**config.mk**
```make
export PLATFORM = sky130hd
export DESIGN_NAME = phy_port_control_diag_regs
export DESIGN_NICKNAME = d
export VERILOG_FILES = /design/src/verilog/phy_ctrl_pkg.sv /design/src/verilog/phy_port_control_diag_regs.sv
export VERILOG_INCLUDE_DIRS = /design/src /design/src/verilog
export SDC_FILE = /design/constraint.sdc
export NUM_CORES = 1
export LEC_CHECK = 0
export BUFFER_PORTS_ARGS = -buffer_cell sky130_fd_sc_hd__buf_2
export CAP_MARGIN = 0
export CORE_MARGIN = 10
export CORE_UTILIZATION = 52
export CTS_CLUSTER_SIZE = 20
export DETAILED_ROUTE_END_ITERATION = 8
export GPL_ROUTABILITY_DRIVEN = 0
export PLACE_DENSITY = 0.79
export SYNTH_ARGS = -nofsm -noshare
export SYNTH_HDL_FRONTEND = slang
export SYNTH_SLANG_ARGS = --single-unit
```
**constraint.sdc**
```tcl
create_clock -name i_mclk -period 1.6 [get_ports i_mclk]
set_input_delay 0.08 -clock i_mclk [delete_from_list [all_inputs] [get_ports i_mclk]]
set_output_delay 0.08 -clock i_mclk [all_outputs]
set_load 0.005 [all_outputs]
```
**src/verilog/phy_ctrl_defs.svh**
```systemverilog
/*
 * Offsets, field positions and reset values of the per-port PHY
 * special control and link control registers.
 * Assumes an 8-bit register address and 8-bit register data.
 */
`ifndef PHY_CTRL_DEFS_SVH
`define PHY_CTRL_DEFS_SVH

`define PCD_P1_SPECIAL_OFS    8'h1a
`define PCD_P1_FAULT_LOW_OFS  8'h1b
`define PCD_P1_LINK_CTRL_OFS  8'h1c
`define PCD_P2_SPECIAL_OFS    8'h2a
`define PCD_P2_FAULT_LOW_OFS  8'h2b
`define PCD_P2_LINK_CTRL_OFS  8'h2c
`define PCD_P3_SPECIAL_OFS    8'h3a
`define PCD_P3_FAULT_LOW_OFS  8'h3b
`define PCD_P3_LINK_CTRL_OFS  8'h3c

`define PCD_SP_SHORT_BIT      7
`define PCD_SP_RESULT_HI      6
`define PCD_SP_RESULT_LO      5
`define PCD_SP_TEST_EN_BIT    4
`define PCD_SP_FORCE_LINK_BIT 3
`define PCD_SP_RESERVED_BIT   2
`define PCD_SP_LOOPBACK_BIT   1
`define PCD_SP_COUNT_MSB_BIT  0

`define PCD_LC_AN_EN_BIT      7
`define PCD_LC_SPEED_BIT      6
`define PCD_LC_DUPLEX_BIT     5
`define PCD_LC_ADV_HI         4
`define PCD_LC_ADV_LO         0

`define PCD_RESULT_RST        2'h0
`define PCD_COUNT_RST         9'h000
`define PCD_ADV_RST           5'h1f
`define PCD_FORCE_RST         3'h0
`define PCD_RDATA_RST         8'h00
`define PCD_STRAP_WAIT        2'h3

`endif

```
**src/verilog/phy_ctrl_pkg.sv**
```systemverilog
/*
 * Types shared by the PHY port control register bank.
 * Assumes phy_ctrl_defs.svh holds the numeric constants.
 */
package phy_ctrl_pkg;

    typedef enum logic {
        DIAG_IDLE = 1'b0,
        DIAG_RUN  = 1'b1
    } diag_state_t;

    typedef enum logic [1:0] {
        CABLE_NORMAL = 2'h0,
        CABLE_OPEN   = 2'h1,
        CABLE_SHORT  = 2'h2,
        CABLE_FAILED = 2'h3
    } cable_result_t;

    typedef logic [7:0] reg_byte_t;

endpackage : phy_ctrl_pkg

```
**src/verilog/phy_port_control_diag_regs.sv**
```systemverilog
/*
 * Per-port PHY special control/status and link control registers for
 * the two copper ports of a three-port switch, index 0 is port 1 and
 * index 1 is port 2.
 * Assumes the register access port, the diagnostic engine and the
 * negotiation engine all run on i_mclk; only the strap pins are
 * asynchronous.
 */
// What this block does
// - A one written to special control bit 4 starts a cable test and the bit clears itself when the test finishes.
// - Bits 6-5 report 00 normal, 01 open, 10 short, 11 failed, and reset to 00.
// - Bit 7 reads one when a short nearer than 10 meters is found, and resets to zero.
// - The 9-bit fault distance has its top bit in special control bit 0 and its low byte in the next register.
// - Port 1 has no low-byte distance register; only port 2 has one.
// - Special control bit 1 loops the port's receive pair back to its own transmit pair at the PMD/PMA layer.
// - Link control bit 7 enables auto-negotiation; when clear, bits 6 and 5 give speed and duplex.
// - With negotiation off, bit 6 selects 100BT when one and 10BT when zero.
// - Bit 5 selects full duplex when one, used when negotiation is off or has failed.
// - Bits 7, 6 and 5 take their reset values from strap pins sampled just after reset is released.
// - Bit 4 resets to one and advertises pause capability; clearing it suppresses it.
// - Bits 3 to 0 reset to one and advertise 100 full, 100 half, 10 full and 10 half.
// - The third port's special, distance and link control locations are reserved and inert.
`include "phy_ctrl_defs.svh"
`timescale 1ns/100ps
`default_nettype none

module phy_port_control_diag_regs (
    input  wire logic                        i_mclk,
    input  wire logic                        i_rst_b,
    input  wire logic [7:0]                  i_reg_addr,
    input  wire logic                        i_reg_wr,
    input  wire phy_ctrl_pkg::reg_byte_t     i_reg_wdata,
    input  wire logic                        i_port1_led_zero_strap,
    input  wire logic                        i_port1_led_one_strap,
    input  wire logic                        i_mii_rx_valid_strap,
    input  wire logic                        i_mii_rx_bit3_strap,
    input  wire logic                        i_mii_rx_bit2_strap,
    input  wire logic                        i_mii_rx_bit1_strap,
    input  wire logic [1:0]                  i_diag_done,
    input  wire logic [3:0]                  i_diag_result,
    input  wire logic [1:0]                  i_diag_near_short,
    input  wire logic [17:0]                 i_diag_count,
    output phy_ctrl_pkg::reg_byte_t          o_reg_rdata,
    output logic                             o_strap_ready,
    output logic [1:0]                       o_diag_start,
    output logic [1:0]                       o_diag_busy,
    output logic [1:0]                       o_force_link,
    output logic [1:0]                       o_remote_loopback,
    output logic [1:0]                       o_an_enable,
    output logic [1:0]                       o_force_100,
    output logic [1:0]                       o_force_full,
    output logic [9:0]                       o_advertise
);
    import phy_ctrl_pkg::*;

    // Two-flop synchronisers for the six strap pins.
    logic [5:0] strap_meta_reg;
    logic [5:0] strap_sync_reg;
    logic [1:0] strap_wait_reg;
    logic       strap_ready_reg;

    diag_state_t   diag_state_reg  [2];
    cable_result_t result_reg      [2];
    logic [1:0]    near_short_reg;
    logic [8:0]    count_reg       [2];
    logic [1:0]    force_link_reg;
    logic [1:0]    loopback_reg;
    logic [1:0]    start_reg;
    logic [2:0]    force_reg       [2];
    logic [4:0]    adv_reg         [2];
    reg_byte_t     rdata_next;

    logic [1:0] wr_special;
    logic [1:0] wr_link;

    function automatic logic [1:0] port_hit(input logic [7:0] addr,
                                            input logic [7:0] ofs1,
                                            input logic [7:0] ofs2);
        port_hit = {addr == ofs2, addr == ofs1};
    endfunction : port_hit

    // Third-port offsets simply match nothing, so they are inert.
    assign wr_special = i_reg_wr ? port_hit(i_reg_addr, `PCD_P1_SPECIAL_OFS,
                                            `PCD_P2_SPECIAL_OFS) : 2'h0;
    assign wr_link    = i_reg_wr ? port_hit(i_reg_addr, `PCD_P1_LINK_CTRL_OFS,
                                            `PCD_P2_LINK_CTRL_OFS) : 2'h0;

    always_ff @(posedge i_mclk or negedge i_rst_b) begin
        if (!i_rst_b) begin
            strap_meta_reg <= 6'h00;
            strap_sync_reg <= 6'h00;
        end else begin
            strap_meta_reg <= {i_mii_rx_bit1_strap, i_mii_rx_bit2_strap,
                               i_mii_rx_bit3_strap, i_mii_rx_valid_strap,
                               i_port1_led_one_strap, i_port1_led_zero_strap};
            strap_sync_reg <= strap_meta_reg;
        end
    end

    // Straps are caught once the synchroniser has filled after release,
    // since an asynchronous reset may only load constants.
    always_ff @(posedge i_mclk or negedge i_rst_b) begin
        if (!i_rst_b) begin
            strap_wait_reg  <= 2'h0;
            strap_ready_reg <= 1'b0;
        end else if (!strap_ready_reg) begin
            strap_wait_reg  <= strap_wait_reg + 2'h1;
            strap_ready_reg <= (strap_wait_reg == `PCD_STRAP_WAIT - 2'h1);
        end
    end

    // Cable test state: a written one starts it, done ends it. A write of
    // zero cannot abort a running test; only completion clears the bit.
    always_ff @(posedge i_mclk or negedge i_rst_b) begin
        if (!i_rst_b) begin
            for (int p = 0; p < 2; p++) begin
                diag_state_reg[p] <= DIAG_IDLE;
            end
            start_reg <= 2'h0;
        end else begin
            for (int p = 0; p < 2; p++) begin
                start_reg[p] <= 1'b0;
                if (wr_special[p] && i_reg_wdata[`PCD_SP_TEST_EN_BIT]) begin
                    // A new start in the completion cycle wins.
                    diag_state_reg[p] <= DIAG_RUN;
                    start_reg[p]      <= 1'b1;
                end else if (diag_state_reg[p] == DIAG_RUN
                             && i_diag_done[p]) begin
                    diag_state_reg[p] <= DIAG_IDLE;
                end
            end
        end
    end

    // Results are captured only on completion; register writes never
    // reach them.
    always_ff @(posedge i_mclk or negedge i_rst_b) begin
        if (!i_rst_b) begin
            for (int p = 0; p < 2; p++) begin
                result_reg[p] <= CABLE_NORMAL;
                count_reg[p]  <= `PCD_COUNT_RST;
            end
            near_short_reg <= 2'h0;
        end else begin
            for (int p = 0; p < 2; p++) begin
                if (diag_state_reg[p] == DIAG_RUN && i_diag_done[p]) begin
                    result_reg[p]     <= cable_result_t'(i_diag_result[2*p +: 2]);
                    near_short_reg[p] <= i_diag_near_short[p];
                    count_reg[p]      <= i_diag_count[9*p +: 9];
                end
            end
        end
    end

    always_ff @(posedge i_mclk or negedge i_rst_b) begin
        if (!i_rst_b) begin
            force_link_reg <= 2'h0;
            loopback_reg   <= 2'h0;
        end else begin
            for (int p = 0; p < 2; p++) begin
                if (wr_special[p]) begin
                    force_link_reg[p] <= i_reg_wdata[`PCD_SP_FORCE_LINK_BIT];
                    loopback_reg[p]   <= i_reg_wdata[`PCD_SP_LOOPBACK_BIT];
                end
            end
        end
    end

    // Link control: bits 7..5 load from the straps once, software writes
    // after that take over.
    // The straps are caught three edges after release rather than during
    // reset, so a board must hold them still until then.
    always_ff @(posedge i_mclk or negedge i_rst_b) begin
        if (!i_rst_b) begin
            for (int p = 0; p < 2; p++) begin
                force_reg[p] <= `PCD_FORCE_RST;
                adv_reg[p]   <= `PCD_ADV_RST;
            end
        end else if (!strap_ready_reg) begin
            if (strap_wait_reg == `PCD_STRAP_WAIT - 2'h1) begin
                force_reg[0] <= {strap_sync_reg[0], strap_sync_reg[1],
                                 strap_sync_reg[2]};
                force_reg[1] <= {strap_sync_reg[3], strap_sync_reg[4],
                                 strap_sync_reg[5]};
            end
        end else begin
            for (int p = 0; p < 2; p++) begin
                if (wr_link[p]) begin
                    force_reg[p] <= i_reg_wdata[`PCD_LC_AN_EN_BIT:
                                                `PCD_LC_DUPLEX_BIT];
                    adv_reg[p]   <= i_reg_wdata[`PCD_LC_ADV_HI:
                                                `PCD_LC_ADV_LO];
                end
            end
        end
    end

    function automatic reg_byte_t special_view(input logic        short_f,
                                               input cable_result_t res,
                                               input diag_state_t  st,
                                               input logic        flink,
                                               input logic        loop_f,
                                               input logic        cmsb);
        // Reserved bit 2 always reads zero.
        special_view = {short_f, res, st == DIAG_RUN, flink, 1'b0,
                        loop_f, cmsb};
    endfunction : special_view

    function automatic reg_byte_t link_view(input logic [2:0] mode_f,
                                            input logic [4:0] adv_f);
        link_view = {mode_f, adv_f};
    endfunction : link_view

    always_comb begin
        rdata_next = `PCD_RDATA_RST;
        unique case (i_reg_addr)
            `PCD_P1_SPECIAL_OFS: begin
                rdata_next = special_view(near_short_reg[0], result_reg[0],
                                          diag_state_reg[0],
                                          force_link_reg[0], loopback_reg[0],
                                          count_reg[0][8]);
            end
            `PCD_P2_SPECIAL_OFS: begin
                rdata_next = special_view(near_short_reg[1], result_reg[1],
                                          diag_state_reg[1],
                                          force_link_reg[1], loopback_reg[1],
                                          count_reg[1][8]);
            end
            `PCD_P2_FAULT_LOW_OFS: begin
                rdata_next = count_reg[1][7:0];
            end
            `PCD_P1_LINK_CTRL_OFS: begin
                rdata_next = link_view(force_reg[0], adv_reg[0]);
            end
            `PCD_P2_LINK_CTRL_OFS: begin
                rdata_next = link_view(force_reg[1], adv_reg[1]);
            end
            default: begin
                // Port 1 low byte, third port and unmapped read zero.
                rdata_next = `PCD_RDATA_RST;
            end
        endcase
    end

    always_ff @(posedge i_mclk or negedge i_rst_b) begin
        if (!i_rst_b) begin
            o_reg_rdata <= `PCD_RDATA_RST;
        end else begin
            o_reg_rdata <= rdata_next;
        end
    end

    // Registered control outputs toward the analog front end and the
    // negotiation engine; one cycle behind the register state.
    always_ff @(posedge i_mclk or negedge i_rst_b) begin
        if (!i_rst_b) begin
            o_strap_ready <= 1'b0;
            o_diag_start  <= 2'h0;
            o_diag_busy   <= 2'h0;
        end else begin
            o_strap_ready <= strap_ready_reg;
            o_diag_start  <= start_reg;
            for (int p = 0; p < 2; p++) begin
                o_diag_busy[p] <= (diag_state_reg[p] == DIAG_RUN);
            end
        end
    end

    // Special control outputs toward the analog front end.
    always_ff @(posedge i_mclk or negedge i_rst_b) begin
        if (!i_rst_b) begin
            o_force_link      <= 2'h0;
            o_remote_loopback <= 2'h0;
        end else begin
            o_force_link      <= force_link_reg;
            o_remote_loopback <= loopback_reg;
        end
    end

    // Link control outputs toward the negotiation engine. Speed and duplex
    // pass raw; the engine decides when they apply.
    always_ff @(posedge i_mclk or negedge i_rst_b) begin
        if (!i_rst_b) begin
            o_an_enable  <= 2'h0;
            o_force_100  <= 2'h0;
            o_force_full <= 2'h0;
            o_advertise  <= {`PCD_ADV_RST, `PCD_ADV_RST};
        end else begin
            for (int p = 0; p < 2; p++) begin
                o_an_enable[p]  <= force_reg[p][2];
                o_force_100[p]  <= force_reg[p][1];
                o_force_full[p] <= force_reg[p][0];
            end
            o_advertise <= {adv_reg[1], adv_reg[0]};
        end
    end

endmodule : phy_port_control_diag_regs

`default_nettype wire

```
==> summary.txt <==
Status
  – Status: finished, final reports clean

Clock tree
  – CTS clk-pin slew, worst paths: around 90 ps
  – CTS Hold Buffers Added: 27
  – Clk_lat worst skew: ~350 ps
  – Post-cts sizing count: 0
  – Post-CTS setup buffer count: 0
  – Cts bufs inserted: 9
  – H-tree Lvls: 3
  – Clock Root Buffer: clkbuf_8
  – CTS tree: done
  – CTS Sinks: 88
  – Max Root-Sink Buffers: 2

Power and ir drop
  – Sw frac: 0.2129
  – Leak: around 2.0 nW
  – Clock Power Share: 0.380
  – Int Pwr: approximately 3.4 mW
  – Switch Pwr: a little over 0.9 mW
  – Flop pwr share: 0.553
  – PD cells: 1000 nW/um2
  – Part of the power in combinational logic: 0.067
  – Max rail drop VDD: around 0.00061 V

STA
  – Fin crit period: about 1400 ps
  – Fin. Hold Viols: 0
  – Max Clock Skew: ~10 ps
  – Relative slew margins: 0.6975
  – RSZ-0062 raised after global routing: no
  – Total negative setup slack: 0 ps
  – Endpoints failing setup: 0
  – Setup ws final: between 200 and 250 ps
  – Period utilization: 0.8449
  – Slew Limit Fails: 0
  – Slew @ Worst Pin: ~450 ps
  – Min Hold Slack: 16.42 ps
  – Highest Clock Rate: approximately 740 MHz

Detailed routing
  – Routed vias/inst: around 5.4
  – DRT iter0 DRCs: between 100 and 150
  – First-pass detailed-route iteration total: 4
  – # DRC: 0
  – Vias: 2249
  – Post-route ant nets: 0
  – Per-cell routed wire length: between 15 and 20 um
  – DRT Wirelength: roughly 7400 um

GRT
  – Largest net degree at the start of global routing: 89
  – Total gr overflow: 0
  – GRT Overall Usage: 0.1549
  – Antenna violations before repair: 0
  – First-pass GRT wire length: between 10000 and 15000 um
  – Vias in the first global route: ~2.4k

Flow run
  – Max-cap violations: 0

Setup path
  – Setup CP Type: flop to flop
  – Critical path cell sequence: inv_1 -> ha_1 -> nand2b_1 -> o32ai_1 -> a21oi_1
  – CP top delay family: flip-flops
  – Maximum fanout along the worst path: 8
  – WP data required: between 1500 and 2000 ps
  – Worst reg2reg setup slack: about 250 ps
  – Crit. End Element: flop
  – CP max-delay cell: dfrtp_1
  – Startpoint Class: flop
  – Worst r2r src: strap_wait_reg[0]
  – WP data arrival: ~1600 ps
  – Slowest cell delay on critical path: a little over 400 ps
  – Crit path from: strap_wait_reg[0]
  – Crit path buf inv count: 1

Finish
  – Nets: about 390
  – Non-Filler Instances: approximately 410
  – Fill cells: between 300 and 400
  – Area growth syn-to-layout: 33.70%
  – Share of cells above drive strength 1: 0.4897
  – Diode count: 0

Synth
  – Distinct cells, synth: 33
  – Post-synth top area cell: dfrtp_1
  – Avg Cell Area, Syn: about 15 um2
  – Share of synthesized registers carrying an async set or reset: 1.000
  – Number of synthesized flops with an enable pin: 0
  – Yosys top cell area share: 0.5317
  – Post-synthesis cell count: ~210
  – Top cells by area, synth: dfrtp_1 53%, dfstp_2 16%, mux2_2 11%
  – Syn Nets: roughly 260
  – Post-Syn Area: between 3000 and 4000 um2
  – Warnings from Yosys: 0
  – Top-count cell post-synth: dfrtp_1
  – Ys flop type: dfrtp_1
  – FF+latch count, synth: between 80 and 90
  – Commonest cells in the netlist: 68 x dfrtp_1, 30 x mux2_2, 20 x dfstp_2
  – Post-synthesis sequential area ratio: 0.6959

Floorplan
  – # rows: 28
  – Die height: 98.46 um
  – Die width: about 100 um
  – Starting Density: 0.5374
  – Die footprint: around 9700 um2
  – Core Area: ~6000 um2
  – I/O pins: 84

Place
  – # port buffers: 75
  – DPL Wire Length: 5110 um
  – Placed cell count: about 370
  – Worst setup slack after placement: -65.91 ps

Worst hold path
  – Hold Path Class: input port to flop
  – Hold Startpoint: i_reg_wdata[3]
## through the flow
step	power, mW	instance area, um2	util
after floorplan	2.471	3201	-
after global routing	4.445	4279	0.7185
after CTS	4.300	4279	0.7185
after global placement	2.634	3796	0.6374
final	4.279	4279	0.7185
after detailed placement	2.646	3796	0.6374
## placed cells by master, fill, tap and decap left out
cell type,instances
nand2_1,6
xnor2_1,1
buf_4,21
ha_1,1
dfstp_2,20
o32ai_1,6
nor2b_1,1
and3b_1,1
or2_2,1
mux2_2,30
or4b_1,1
nand3_1,3
clkinv_4,1
bufinv_16,2
o22ai_1,2
inv_1,3
clkbuf_1,2
o21ai_0,9
a21oi_1,6
nor3_1,1
mux2i_1,6
or4b_4,1
nor4b_2,2
clkinvlp_4,1
buf_2,74
nand2b_1,1
clkbuf_8,9
or4bb_1,1
a2bb2oi_1,6
and4_1,1
nor2_1,2
nand3b_1,2
nor3_2,2
dfrtp_1,68
a22oi_1,15
clkinv_2,1
dlygate4sd3_1,27
o21ai_1,1
buf_12,1
## final timing paths
| path | endpoint | depth (start not counted) |
|---|---|---|
| worst min-delay path | adv_reg[3] | 2 |
| worst min register to register | strap_sync_reg[1] | 0 |
| max in group asynchronous | o_advertise[2] | 3 |
| min in group asynchronous | o_strap_ready | 3 |
| worst max register to register | force_reg[5] | 5 |
| worst max-delay path | force_reg[5] | 5 |
## area by class of cell
cell class / count / area (um2) / area share
Sequential cell: 88 / 2227 / 0.5205
Multi-Input combinational cell: 109 / 915.9 / 0.2140
Timing Repair Buffer: 123 / 818.3 / 0.1912
Clock buffer: 11 / 131.4 / 0.03070
Tap cell: 75 / 93.84 / 0.02193
Clock inverter: 5 / 81.33 / 0.01901
Inverter: 3 / 11.26 / 0.002632
## worst reg2reg max path, delay by kind of cell (launching register included)
| family | cells | cell delay, ps |
|---|---|---|
| DFF | 1 | 410 |
| AOI/OAI and AO/OA | 2 | 250 |
| buffers and inverters | 1 | 70 |
| and+or+nand+nor | 1 | 210 |
| adders and majority gates | 1 | 300 |
## logic make-up after synthesis
logic type      share of synthesized area
buf+inv                           0.01798
flops                              0.6959
mux                                0.1243
compound gates                    0.09695
fa+ha+maj                        0.003909
xor+xnor                         0.002737
simple gates                      0.05825
## power groups by stage
stage / registers [mW] / clock network [mW] / logic [mW]
after global routing: 2.38 / 1.75 / 0.319
after floorplan: 2.40 / 0 / 0.0731
after CTS: 2.37 / 1.64 / 0.291
after global placement: 2.40 / 0 / 0.231
after detailed placement: 2.41 / 0 / 0.239
final: 2.37 / 1.62 / 0.288
## layer usage
metal	vias up	wire, um	share of wire	global-route usage
li1	1016	-	-	-
met3	17	518	0.070	0.04818
met5	-	0	0	0
met1	1137	3200	0.43	0.1928
met4	0	166	0.022	0.07607
met2	79	3493	0.47	0.2395
Power figures use the tool's default switching activity.
